### src/common/tpc_consts.vh
// Constants for the proximity and touch output controller
`ifndef TPC_CONSTS_VH
`define TPC_CONSTS_VH
// Register addresses
`define TPC_ADDR_OUTPUT_CFG 8'hC4
`define TPC_ADDR_STREAM_CFG 8'hC6
`define TPC_ADDR_STATUS     8'hC8
`define TPC_ADDR_COUNT_LO   8'hCA
`define TPC_ADDR_COUNT_HI   8'hCB
`define TPC_CFG_RESET       8'h00
`define TPC_RDATA_NONE      8'h00
// Field positions in stream_sense_config
`define TPC_S_LINK      7
`define TPC_S_RATE      6
`define TPC_S_STREAM    5
`define TPC_S_NOISE     4
`define TPC_S_TARGET    3
`define TPC_S_SCOPE     2
`define TPC_S_PERIOD_HI 1
`define TPC_S_PERIOD_LO 0
// Field positions in output_config
`define TPC_O_TOUCH_FUNC 7
`define TPC_O_PROX_FUNC  6
`define TPC_O_POLARITY   5
// Field positions in the status register
`define TPC_B_PROX_EVENT  0
`define TPC_B_TOUCH_EVENT 1
`define TPC_B_TUNED       2
`define TPC_B_PROX_PIN    3
`define TPC_B_TOUCH_PIN   4
`define TPC_B_MEASURING   5
`define TPC_B_STREAMING   6
// Sample period codes
`define TPC_PER_BOOST  2'h0
`define TPC_PER_NORMAL 2'h1
`define TPC_PER_SLOW1  2'h2
`define TPC_PER_SLOW2  2'h3
// Tuning targets, 1024 and 512 counts
`define TPC_TARGET_FULL 16'h0400
`define TPC_TARGET_HALF 16'h0200
`define TPC_COUNT_MAX   16'hFFFF
// Output modes
`define TPC_MODE_DIRECT 2'h0
`define TPC_MODE_LATCH  2'h1
`define TPC_MODE_TOGGLE 2'h2
// Consecutive samples needed: 6 proximity, 3 touch
`define TPC_PROX_SAMPLES  3'h6
`define TPC_TOUCH_SAMPLES 3'h3
// Scheduler states
`define TPC_ST_WAIT   2'h0
`define TPC_ST_CHARGE 2'h1
`define TPC_ST_STREAM 2'h2
// Time base: 125 MHz clock
`define TPC_CLK_HZ    32'h07735940
`define TPC_MS_DIV    32'h3E8
`define TPC_NS_DIV    32'h3B9ACA00
`define TPC_RATE_FAST_HZ 32'h0007D000
`define TPC_RATE_SLOW_HZ 32'h0003D090
// Times in ms: 9, 128, 256, 512, hold 4000, tuning 500
`define TPC_BOOST_MS  32'h9
`define TPC_NORMAL_MS 32'h80
`define TPC_SLOW1_MS  32'h100
`define TPC_SLOW2_MS  32'h200
`define TPC_HOLD_MS   32'hFA0
`define TPC_TUNE_MS   32'h1F4
// Minimum asserted time in ns, arbitrary default 1000
`define TPC_MIN_ASSERT_NS 32'h3E8
`endif

### src/rtl/tpc_debounce.v
// Consecutive-sample qualifier for one detection condition
`timescale 1ns/10ps
`include "tpc_consts.vh"
module tpc_debounce #(
  parameter [2:0] SAMPLES = 3'h1
) (
  input  wire clk,
  input  wire rst_n,
  input  wire clear,
  input  wire sample,
  input  wire cond,
  output reg  event_out
);
  reg [2:0] run;

  // Count the run of qualifying samples, saturating at the target
  always @(posedge clk) begin
    if (!rst_n || clear) begin
      run       <= 3'h0;
      event_out <= 1'b0;
    end else if (sample) begin
      if (cond) begin
        if (run != SAMPLES)
          run <= run + 3'h1;
        event_out <= (run + 3'h1 >= SAMPLES);
      end else begin
        run       <= 3'h0;
        event_out <= 1'b0;
      end
    end
  end
endmodule

### src/rtl/tpc_out_stage.v
// One output pin: direct, latch or toggle, polarity and minimum time
`timescale 1ns/10ps
`include "tpc_consts.vh"
module tpc_out_stage #(
  parameter [31:0] HOLD_CYC = 32'h1,
  parameter [31:0] MIN_CYC  = 32'h1
) (
  input  wire       clk,
  input  wire       rst_n,
  input  wire [1:0] mode,
  input  wire       active_high,
  input  wire       tuned,
  input  wire       event_in,
  output reg        pin
);
  reg        ev_d;
  reg [31:0] hold;
  reg        tog;
  reg        asserted;
  reg [31:0] min_left;
  wire       rise = event_in & ~ev_d;
  wire       want = (mode == `TPC_MODE_LATCH)  ? (event_in | (hold != 32'h0)) :
                    (mode == `TPC_MODE_TOGGLE) ? tog : event_in;

  // Hold timer runs only in latch mode; a new onset restarts it
  always @(posedge clk) begin
    if (!rst_n || mode != `TPC_MODE_LATCH)
      hold <= 32'h0;
    else if (rise)
      hold <= HOLD_CYC;
    else if (hold != 32'h0)
      hold <= hold - 32'h1;
  end

  // Edge memory and toggle state
  always @(posedge clk) begin
    if (!rst_n) begin
      ev_d <= 1'b0;
      tog  <= 1'b0;
    end else begin
      ev_d <= event_in;
      if (rise && mode == `TPC_MODE_TOGGLE)
        tog <= ~tog;
    end
  end

  // Release only after the minimum asserted time has run out
  always @(posedge clk) begin
    if (!rst_n) begin
      asserted <= 1'b0;
      min_left <= 32'h0;
    end else if (want && !asserted) begin
      asserted <= 1'b1;
      min_left <= MIN_CYC - 32'h1;
    end else if (asserted && min_left != 32'h0) begin
      min_left <= min_left - 32'h1;
    end else if (!want && asserted) begin
      asserted <= 1'b0;
    end
  end

  // Inactive-high while tuning, then polarity-mapped push-pull level
  always @(posedge clk) begin
    if (!rst_n || !tuned)
      pin <= 1'b1;
    else
      pin <= active_high ? asserted : ~asserted;
  end
endmodule

### src/rtl/tpc_top.v
// Proximity and touch controller: configuration, charge scheduling, outputs
`timescale 1ns/10ps
`include "tpc_consts.vh"
// How it works
// - stream config bit 7 picks one-wire (0) or two-wire I2C (1) streaming.
// - bit 6 sets charge pulse rate, 0 is 512kHz, 1 is 250kHz.
// - bit 5 enables result streaming when set.
// - bit 4 enables noise detection, honoured only with the one-wire link.
// - bit 3 sets tuning target, 0 is 1024 counts, 1 is 512.
// - bit 2 picks full (0) or partial (1) tuning.
// - bits 1-0 set sample period 9, 128, 256 or 512 ms.
// - measurement pulses charge and dump until trip; pulse total is the count.
// - one measurement per interval; streaming finishes before the next one.
// - all configuration bits reset to zero, the default behaviour.
// - an asserted output holds at least the minimum high or low time.
// - proximity result drives proximity output, touch result drives touch output.
// - output config bit 5 sets polarity, 0 active low, 1 active high.
// - both outputs are push-pull, always driven both ways.
// - outputs stay high from reset until tuning completes, at most 500ms.
// - output config bit 6 picks direct or latch for proximity, bit 7 direct or toggle for touch.
// - direct mode follows the event exactly.
// - latch mode holds the output asserted for 4 seconds after onset.
// - latch mode keeps asserted while the event outlasts the hold interval.
// - a new event during the hold restarts the 4 second timer.
// - toggle mode inverts the output once per event onset.
// - proximity needs 6 consecutive qualifying samples.
// - touch needs 3 consecutive qualifying samples.
module tpc_top #(
  parameter [31:0] BOOST_CYC  = `TPC_BOOST_MS * (`TPC_CLK_HZ / `TPC_MS_DIV),
  parameter [31:0] NORMAL_CYC = `TPC_NORMAL_MS * (`TPC_CLK_HZ / `TPC_MS_DIV),
  parameter [31:0] SLOW1_CYC  = `TPC_SLOW1_MS * (`TPC_CLK_HZ / `TPC_MS_DIV),
  parameter [31:0] SLOW2_CYC  = `TPC_SLOW2_MS * (`TPC_CLK_HZ / `TPC_MS_DIV),
  parameter [31:0] HOLD_CYC   = `TPC_HOLD_MS * (`TPC_CLK_HZ / `TPC_MS_DIV),
  parameter [31:0] TUNE_CYC   = `TPC_TUNE_MS * (`TPC_CLK_HZ / `TPC_MS_DIV),
  parameter [31:0] MIN_ASSERT_NS = `TPC_MIN_ASSERT_NS
) (
  input  wire        clk,
  input  wire        rst_n,
  input  wire [7:0]  reg_addr,
  input  wire [7:0]  reg_wdata,
  input  wire        reg_write,
  input  wire        reg_read,
  output reg  [7:0]  reg_rdata,
  input  wire        trip_in,
  input  wire        prox_cond_in,
  input  wire        touch_cond_in,
  input  wire        stream_done,
  output wire        proximity_output,
  output wire        touch_output,
  output reg         charge_drive,
  output reg         dump_drive,
  output reg         measurement_duration,
  output reg         auto_tuning,
  output reg         stream_req,
  output reg  [15:0] stream_count,
  output reg         stream_two_wire,
  output reg         noise_detect_enable
);
  // Half pulse periods; rounding down keeps the rate at or above nominal
  localparam [31:0] HALF_FAST_RAW = `TPC_CLK_HZ / (`TPC_RATE_FAST_HZ * 32'h2);
  localparam [31:0] HALF_SLOW_RAW = `TPC_CLK_HZ / (`TPC_RATE_SLOW_HZ * 32'h2);
  localparam [15:0] HALF_FAST     = HALF_FAST_RAW[15:0];
  localparam [15:0] HALF_SLOW     = HALF_SLOW_RAW[15:0];
  // Minimum asserted time rounded up to whole cycles, never below one
  localparam [31:0] MIN_RAW = (MIN_ASSERT_NS * (`TPC_CLK_HZ / `TPC_MS_DIV) + `TPC_NS_DIV / `TPC_MS_DIV - 32'h1)
                              / (`TPC_NS_DIV / `TPC_MS_DIV);
  localparam [31:0] MIN_CYC = (MIN_RAW == 32'h0) ? 32'h1 : MIN_RAW;

  reg  [7:0]  output_config;
  reg  [7:0]  stream_sense_config;
  reg  [1:0]  state;
  reg  [1:0]  next_state;
  reg  [31:0] ivl_cnt;
  reg  [15:0] phase_cnt;
  reg         phase;
  reg  [15:0] pulse_cnt;
  reg  [15:0] count_value;
  reg         meas_done;
  reg         tuned;
  reg  [31:0] tune_cnt;
  reg  [2:0]  trip_sync;
  reg  [1:0]  prox_sync;
  reg  [1:0]  touch_sync;
  reg  [31:0] period_cyc;
  reg  [7:0]  next_rdata;
  wire        prox_event;
  wire        touch_event;
  wire        prox_pin;
  wire        touch_pin;
  wire        pulse_rate_select    = stream_sense_config[`TPC_S_RATE];
  wire        stream_enable        = stream_sense_config[`TPC_S_STREAM];
  wire [1:0]  sample_period_select = stream_sense_config[`TPC_S_PERIOD_HI:`TPC_S_PERIOD_LO];
  wire [15:0] half_cyc   = pulse_rate_select ? HALF_SLOW : HALF_FAST;
  wire [15:0] target     = stream_sense_config[`TPC_S_TARGET] ? `TPC_TARGET_HALF : `TPC_TARGET_FULL;
  wire        partial    = stream_sense_config[`TPC_S_SCOPE];
  wire        ivl_up     = (ivl_cnt >= period_cyc - 32'h1);
  wire        half_end   = (phase_cnt == half_cyc - 16'h1);
  // Phase after this edge; the strobes follow it so that the first half
  // of a measurement is no longer than the others
  wire        next_phase = (state == `TPC_ST_CHARGE) && (phase ^ half_end);
  wire        trip_seen  = trip_sync[2];
  wire        meas_end   = (state == `TPC_ST_CHARGE) && (trip_seen || pulse_cnt == `TPC_COUNT_MAX);
  wire [1:0]  prox_mode  = output_config[`TPC_O_PROX_FUNC] ? `TPC_MODE_LATCH : `TPC_MODE_DIRECT;
  wire [1:0]  touch_mode = output_config[`TPC_O_TOUCH_FUNC] ? `TPC_MODE_TOGGLE : `TPC_MODE_DIRECT;

  // Configuration registers, written over the plain port
  always @(posedge clk) begin
    if (!rst_n) begin
      output_config       <= `TPC_CFG_RESET;
      stream_sense_config <= `TPC_CFG_RESET;
    end else if (reg_write) begin
      if (reg_addr == `TPC_ADDR_OUTPUT_CFG)
        output_config <= reg_wdata;
      if (reg_addr == `TPC_ADDR_STREAM_CFG)
        stream_sense_config <= reg_wdata;
    end
  end

  // Read mux; unmapped addresses answer zero
  always @* begin
    next_rdata = `TPC_RDATA_NONE;
    case (reg_addr)
      `TPC_ADDR_OUTPUT_CFG: next_rdata = output_config;
      `TPC_ADDR_STREAM_CFG: next_rdata = stream_sense_config;
      `TPC_ADDR_COUNT_LO:   next_rdata = count_value[7:0];
      `TPC_ADDR_COUNT_HI:   next_rdata = count_value[15:8];
      `TPC_ADDR_STATUS: begin
        next_rdata[`TPC_B_PROX_EVENT]  = prox_event;
        next_rdata[`TPC_B_TOUCH_EVENT] = touch_event;
        next_rdata[`TPC_B_TUNED]       = tuned;
        next_rdata[`TPC_B_PROX_PIN]    = prox_pin;
        next_rdata[`TPC_B_TOUCH_PIN]   = touch_pin;
        next_rdata[`TPC_B_MEASURING]   = (state == `TPC_ST_CHARGE);
        next_rdata[`TPC_B_STREAMING]   = stream_req;
      end
      default: next_rdata = `TPC_RDATA_NONE;
    endcase
  end

  // Read data stand only in the cycle after the strobe
  always @(posedge clk) begin
    if (!rst_n)
      reg_rdata <= `TPC_RDATA_NONE;
    else
      reg_rdata <= reg_read ? next_rdata : `TPC_RDATA_NONE;
  end

  // Three-stage synchroniser for trip, two-stage for the condition pins
  always @(posedge clk) begin
    if (!rst_n) begin
      trip_sync  <= 3'h0;
      prox_sync  <= 2'h0;
      touch_sync <= 2'h0;
    end else begin
      trip_sync  <= {trip_sync[1:0], trip_in};
      prox_sync  <= {prox_sync[0], prox_cond_in};
      touch_sync <= {touch_sync[0], touch_cond_in};
    end
  end

  // Sample period from the selected power mode
  always @* begin
    case (sample_period_select)
      `TPC_PER_BOOST:  period_cyc = BOOST_CYC;
      `TPC_PER_NORMAL: period_cyc = NORMAL_CYC;
      `TPC_PER_SLOW1:  period_cyc = SLOW1_CYC;
      `TPC_PER_SLOW2:  period_cyc = SLOW2_CYC;
      default:         period_cyc = BOOST_CYC;
    endcase
  end

  // Scheduler: wait for the interval, charge, then optionally stream
  always @* begin
    next_state = state;
    case (state)
      `TPC_ST_WAIT:
        if (ivl_up)
          next_state = `TPC_ST_CHARGE;
      `TPC_ST_CHARGE:
        if (meas_end)
          next_state = stream_enable ? `TPC_ST_STREAM : `TPC_ST_WAIT;
      `TPC_ST_STREAM:
        if (stream_done)
          next_state = `TPC_ST_WAIT;
      default:
        next_state = `TPC_ST_WAIT;
    endcase
  end

  always @(posedge clk) begin
    if (!rst_n)
      state <= `TPC_ST_WAIT;
    else
      state <= next_state;
  end

  // Interval counter restarts at each measurement start; it parks at
  // expiry so a slow stream delays the next start instead of overlapping
  always @(posedge clk) begin
    if (!rst_n)
      ivl_cnt <= 32'h0;
    else if (state == `TPC_ST_WAIT && ivl_up)
      ivl_cnt <= 32'h0;
    else if (!ivl_up)
      ivl_cnt <= ivl_cnt + 32'h1;
  end

  // Charge and dump phases at the pulse rate; each completed dump counts
  always @(posedge clk) begin
    if (!rst_n || state != `TPC_ST_CHARGE) begin
      phase_cnt <= 16'h0;
      phase     <= 1'b0;
      pulse_cnt <= 16'h0;
    end else if (half_end) begin
      phase_cnt <= 16'h0;
      phase     <= ~phase;
      if (phase)
        pulse_cnt <= pulse_cnt + 16'h1;
    end else begin
      phase_cnt <= phase_cnt + 16'h1;
    end
  end

  // Non-overlapping drive strobes toward the front end
  always @(posedge clk) begin
    if (!rst_n) begin
      charge_drive         <= 1'b0;
      dump_drive           <= 1'b0;
      measurement_duration <= 1'b0;
    end else begin
      charge_drive         <= (next_state == `TPC_ST_CHARGE) && !next_phase && !meas_end;
      dump_drive           <= (next_state == `TPC_ST_CHARGE) && next_phase && !meas_end;
      measurement_duration <= (next_state == `TPC_ST_CHARGE);
    end
  end

  // Capture the count at trip; a saturated count also ends the cycle
  always @(posedge clk) begin
    if (!rst_n) begin
      count_value <= 16'h0;
      meas_done   <= 1'b0;
    end else begin
      meas_done <= meas_end;
      if (meas_end)
        count_value <= pulse_cnt;
    end
  end

  // Streaming handshake: request after the measurement, held until done
  always @(posedge clk) begin
    if (!rst_n) begin
      stream_req   <= 1'b0;
      stream_count <= 16'h0;
    end else if (meas_end && stream_enable) begin
      stream_req   <= 1'b1;
      stream_count <= pulse_cnt;
    end else if (state == `TPC_ST_STREAM && stream_done) begin
      stream_req <= 1'b0;
    end
  end

  // Link type and noise detect, the latter only valid on one wire
  always @(posedge clk) begin
    if (!rst_n) begin
      stream_two_wire     <= 1'b0;
      noise_detect_enable <= 1'b0;
    end else begin
      stream_two_wire     <= stream_sense_config[`TPC_S_LINK];
      noise_detect_enable <= stream_sense_config[`TPC_S_NOISE] && !stream_sense_config[`TPC_S_LINK];
    end
  end

  // Tuning: partial finishes on the first count, full on reaching the
  // target; the timeout stops a heavy load from blocking the outputs
  always @(posedge clk) begin
    if (!rst_n) begin
      tuned       <= 1'b0;
      tune_cnt    <= 32'h0;
      auto_tuning <= 1'b1;
    end else if (!tuned) begin
      tune_cnt <= tune_cnt + 32'h1;
      if ((meas_done && (partial || count_value >= target)) || tune_cnt >= TUNE_CYC - 32'h1) begin
        tuned       <= 1'b1;
        auto_tuning <= 1'b0;
      end
    end
  end

  // Proximity needs a longer run than touch to reject slow drift
  tpc_debounce #(
    .SAMPLES (`TPC_PROX_SAMPLES)
  ) u_prox_deb (
    .clk       (clk),
    .rst_n     (rst_n),
    .clear     (!tuned),
    .sample    (meas_done),
    .cond      (prox_sync[1]),
    .event_out (prox_event)
  );

  tpc_debounce #(
    .SAMPLES (`TPC_TOUCH_SAMPLES)
  ) u_touch_deb (
    .clk       (clk),
    .rst_n     (rst_n),
    .clear     (!tuned),
    .sample    (meas_done),
    .cond      (touch_sync[1]),
    .event_out (touch_event)
  );

  // Fixed assignment: proximity stage feeds its pin, touch stage its own
  tpc_out_stage #(
    .HOLD_CYC (HOLD_CYC),
    .MIN_CYC  (MIN_CYC)
  ) u_prox_out (
    .clk         (clk),
    .rst_n       (rst_n),
    .mode        (prox_mode),
    .active_high (output_config[`TPC_O_POLARITY]),
    .tuned       (tuned),
    .event_in    (prox_event),
    .pin         (prox_pin)
  );

  tpc_out_stage #(
    .HOLD_CYC (HOLD_CYC),
    .MIN_CYC  (MIN_CYC)
  ) u_touch_out (
    .clk         (clk),
    .rst_n       (rst_n),
    .mode        (touch_mode),
    .active_high (output_config[`TPC_O_POLARITY]),
    .tuned       (tuned),
    .event_in    (touch_event),
    .pin         (touch_pin)
  );

  // Pins are the stage flip-flops, driven push-pull at all times
  assign proximity_output = prox_pin;
  assign touch_output     = touch_pin;
endmodule
### config.mk
export PLATFORM = sky130hd
export DESIGN_NAME = tpc_top
export DESIGN_NICKNAME = d
export VERILOG_FILES = /design/src/rtl/tpc_debounce.v /design/src/rtl/tpc_out_stage.v /design/src/rtl/tpc_top.v
export VERILOG_INCLUDE_DIRS = /design/src /design/src/common
export SDC_FILE = /design/constraint.sdc
export NUM_CORES = 1
export LEC_CHECK = 0
export ABC_AREA = 1
export BUFFER_PORTS_ARGS = -buffer_cell sky130_fd_sc_hd__clkbuf_2
export CORE_AREA = 2 2 157 220
export DETAILED_ROUTE_END_ITERATION = 6
export DIE_AREA = 0 0 159 222
export PLACE_DENSITY = 0.72
export SLEW_MARGIN = 15
export SYNTH_ARGS = -nofsm -noshare
export SYNTH_HDL_FRONTEND = slang
export SYNTH_SLANG_ARGS = --single-unit
### constraint.sdc
create_clock -name clk -period 2.7 [get_ports clk]
set_input_delay 0.54 -clock clk [delete_from_list [all_inputs] [get_ports clk]]
set_output_delay 0.54 -clock clk [all_outputs]
set_load 0.02 [all_outputs]
==> metrics.md <==
| Metric | Value |
|---|---|
| Clock tree from TritonCTS | `yes` |
| Residual overflow from global routing | `0` |
| Reg2reg start | `stream_sense_config[0]` |
| Total wire length after detailed routing | `36450 um` |
| Buf+Inv Stages, Crit Path | `3` |
| HPWL after DPL | `27020 um` |
| Number of synthesized flops with an enable pin | `0` |
| Root Driver | `sky130_fd_sc_hd__clkbuf_16` |
| CP Class | `flip-flop to flip-flop` |
| # diodes | `0` |
| Worst path cell trace | `inv_1 > ha_1 > inv_1 > ha_1 > nand2_1 > nor2_1 > nand4_1 > nor4_2 > nand2_4 > nand2_8 > buf_4 > nand2_1 > a21oi_2` |
| Sequential fraction of the synthesis area | `38.27%` |
| Overall routing resource usage | `20.02%` |
| Largest delay contributor family on the critical path | `simple AND/OR/NAND/NOR gates` |
| Gate power share | `36.3%` |
| Pin count of the biggest net entering global routing | `38` |
| Library cell with the highest instance count after synthesis | `sky130_fd_sc_hd__nand2_1` |
| Top cell type by total area after synthesis | `sky130_fd_sc_hd__dfxtp_1` |
| Type of the worst min-delay path | `primary input to flip-flop` |
| Power density over the cells | `890.9 mW/mm^2` |
| Initial antenna violation count | `0` |
| Final #Nets | `2231` |
| Initial drt markers | `742` |
| Global-route wire length before repair | `60510 um` |
| Syn_area_per_cell | `7.008 sq um` |
| Count of fill cells added during filler insertion | `3305` |
| Worst min-delay path startpoint | `trip_in` |
| Worst Setup Start Kind | `flip-flop` |
| Post-synthesis net count | `2172` |
| Final max-slew violation count | `0` |
| Standard cell core area | `0.03321 sq mm` |
| Critical Path Start | `stream_sense_config[0]` |
| Average wire per cell in the routed design | `13.86 um` |
| Final critical path time including I/O delays and setup | `2.535 ns` |
| Synth top area cells | `sky130_fd_sc_hd__dfxtp_1 (38%), sky130_fd_sc_hd__nand2_1 (11%), sky130_fd_sc_hd__nor2_1 (8.9%)` |
| YS warnings | `0` |
| CTS H-tree lvls | `1` |
| Arrival time worst endpoint | `3.03 ns` |
| Setup slack at placement | `0.1757 ns` |
| Clk pwr share | `30.2%` |
| Count of endpoints failing hold in the final timing report | `0` |
| Crit-path max cell delay | `0.37 ns` |
| Post-synthesis instance area | `0.01475 sq mm` |
| Max-Cap Viols | `0` |
| Largest driver fanout on the critical path | `27` |
| Clk slew on worst S/H paths | `0.07 ns` |
| Clock Skews | `0.01207 ns` |
| Net switching share of the total power | `37.16%` |
| Distinct cell type count of the synthesized netlist | `53` |
| Synthesized flop and latch total | `282` |
| DRC violation count after routing | `0` |
| Routed vias/inst | `5.231` |
| Leakage power | `6.849 nW` |
| Total clock buffers created by CTS | `28` |
| I/O pin cnt | `57` |
| Max-Slew Margin vs Limit | `54.52%` |
| # port buffers | `56` |
| Post-route antenna net violation count | `0` |
| Setup violators final | `0` |
| Clock insertion delay at the later pin of the skew report | `0.56 ns` |
| Overall die width | `159 um` |
| Proportion of netlist area held by the largest area contributor | `38.27%` |
| Most instantiated flip-flop cell in the synthesis netlist | `sky130_fd_sc_hd__dfxtp_1` |
| Sequential share of power | `33.4%` |
| WP data required | `3.19 ns` |
| Overall power | `14.80 mW` |
| Power spent charging and discharging nets | `5.500 mW` |
| RSZ-0062 raised after global routing | `true` |
| Max Clock Freq | `0.3944 GHz` |
| Period utilisation layout | `93.90%` |
| Die Footprint | `0.03530 sq mm` |
| Height of the die | `222 um` |
| Initial standard-cell utilization of the core | `44.42%` |
| Worst Tran Pin Value | `0.6803 ns` |
| Detailed Routing Iterations Pass 1 | `5` |
| Synth async-reset ratio | `0%` |
| RePlAce Congestion | `0.9028` |
| Worst setup margin | `0.1646 ns` |
| Number of buffers added to fix hold violations after cts | `0` |
| Site Rows | `79` |
| Count of mapped cells out of synthesis | `2105` |
| Clock net sink count | `282` |
| Via count of the first global-routing pass | `13.24k` |
| Internal portion of total power | `9.299 mW` |
| Area growth syn-to-layout | `12.60%` |
| Via count | `13.75k` |
| Worst path slowest cell | `sky130_fd_sc_hd__dfxtp_1` |
| CP Capture Type | `flip-flop` |
| Worst IR drop on VDD | `0.6215 mV` |
| Share of cells above drive strength 1 | `11.03%` |
| Number of buffers on the longest clock path | `3` |
| Outcome | `finished, final reports clean` |
| Most numerous cell types in the synthesized netlist | `sky130_fd_sc_hd__nand2_1 (439), sky130_fd_sc_hd__nor2_1 (348), sky130_fd_sc_hd__dfxtp_1 (282)` |
timing repair:
action,in CTS,in global routing
gates resized for setup,0,10
endpoints found under the setup margin,0,29
setup buffers,0,2
through the flow:
step / instances / hold slack, ns / setup TNS, ns / util (%) / instance area, sq um
floorplan: 2105 / 0.3905 / 0 / - / 14750
detailed placement: 2575 / 0.4095 / 0 / 46.61 / 15480
finish: 2629 / 0.1716 / 0 / 50.01 / 16610
global placement: 2575 / 0.4001 / 0 / 46.61 / 15480
global route: 2629 / 0.1809 / -0.1162 / 50.01 / 16610
CTS: 2625 / 0.1548 / 0 / 49.81 / 16540
logic make-up (layout without fill, tap and decap cells):
logic type,after synthesis,count (layout),synth area share (%)
AO/OA/AOI/OAI,333,333,12.80
XOR/XNOR,92,92,5.462
adder cells (fa/ha/maj),43,43,3.647
buffers and inverters,261,340,7.252
flip-flops,282,282,38.27
other,1,1,0.02542
AND/OR/NAND/NOR,1093,1093,32.54
sequential cells by signal, summed over array words and instances, names as in the netlist, 3 cells and up:
| name | count |
|---|---|
| u_prox_out.hold | 32 |
| u_prox_out.min_left | 32 |
| u_touch_out.min_left | 32 |
| phase_cnt | 16 |
| u_prox_deb.run | 3 |
| stream_sense_config | 8 |
| output_config | 8 |
| ivl_cnt | 32 |
| reg_rdata | 8 |
| u_touch_deb.run | 3 |
| pulse_cnt | 16 |
| tune_cnt | 32 |
| trip_sync | 3 |
| count_value | 16 |
| stream_count | 16 |
worst register-to-register path, stage by stage, from the launching register on:
cell	delay, ns
sky130_fd_sc_hd__dfxtp_1	0.37
sky130_fd_sc_hd__inv_1	0.11
sky130_fd_sc_hd__ha_1	0.31
sky130_fd_sc_hd__inv_1	0.04
sky130_fd_sc_hd__ha_1	0.29
sky130_fd_sc_hd__nand2_1	0.06
sky130_fd_sc_hd__nor2_1	0.13
sky130_fd_sc_hd__nand4_1	0.11
sky130_fd_sc_hd__nor4_2	0.25
sky130_fd_sc_hd__nand2_4	0.11
sky130_fd_sc_hd__nand2_8	0.07
sky130_fd_sc_hd__buf_4	0.29
sky130_fd_sc_hd__nand2_1	0.15
sky130_fd_sc_hd__a21oi_2	0.16
placed cells by master, fill, tap and decap left out, types with 23 or more instances in the layout:
cell,instances
sky130_fd_sc_hd__a21oi_1,158
sky130_fd_sc_hd__a21oi_2,28
sky130_fd_sc_hd__buf_4,23
sky130_fd_sc_hd__clkbuf_16,28
sky130_fd_sc_hd__clkbuf_2,56
sky130_fd_sc_hd__dfxtp_1,282
sky130_fd_sc_hd__ha_1,42
sky130_fd_sc_hd__inv_1,184
sky130_fd_sc_hd__nand2_1,439
sky130_fd_sc_hd__nand3_1,112
sky130_fd_sc_hd__nand4_1,47
sky130_fd_sc_hd__nor2_1,345
sky130_fd_sc_hd__nor3_1,51
sky130_fd_sc_hd__o21ai_0,82
sky130_fd_sc_hd__xnor2_1,53
sky130_fd_sc_hd__xor2_1,39
power groups by stage:
| stage | logic, mW | registers (mW) | clock network (mW) |
|---|---|---|---|
| 2_1_floorplan | 4.38 | 4.92 | 0 |
| 6_report | 5.38 | 4.95 | 4.47 |
| 3_5_place_dp | 5.32 | 5.02 | 0 |
| 4_1_cts | 5.36 | 4.94 | 4.56 |
| 3_3_place_gp | 5.27 | 5.01 | 0 |
| 5_1_grt | 6.10 | 5.01 | 4.71 |
final timing paths:
| kind | endpoint | slack (ns) | cells past startpoint |
|---|---|---|---|
| worst max-delay path | ivl_cnt[5] | 0.16 | 13 |
| worst min-delay path | trip_sync[0] | 0.17 | 3 |
| worst max register to register | ivl_cnt[5] | 0.16 | 13 |
| worst min register to register | prox_sync[1] | 0.42 | 2 |
routing by layer:
metal	track usage [%]	wire length (um)
met5	0	0
met4	9.795	1617
met3	2.469	1664
met2	37.41	18490
met1	22.27	14680
final cells by class:
cell class / instances / area (sq um) / area share, %
timing repair inverter: 2 / 15.01 / 0.09040
clock buffer: 33 / 759.5 / 4.572
clock inverter: 17 / 302.8 / 1.823
tap: 445 / 556.8 / 3.352
inverter: 207 / 780.7 / 4.701
sequential: 282 / 5645 / 33.99
timing repair buffer: 81 / 493.0 / 2.968
multi-input combinational: 1562 / 8056 / 48.50
Note: power is estimated with default switching activity, not from simulation.
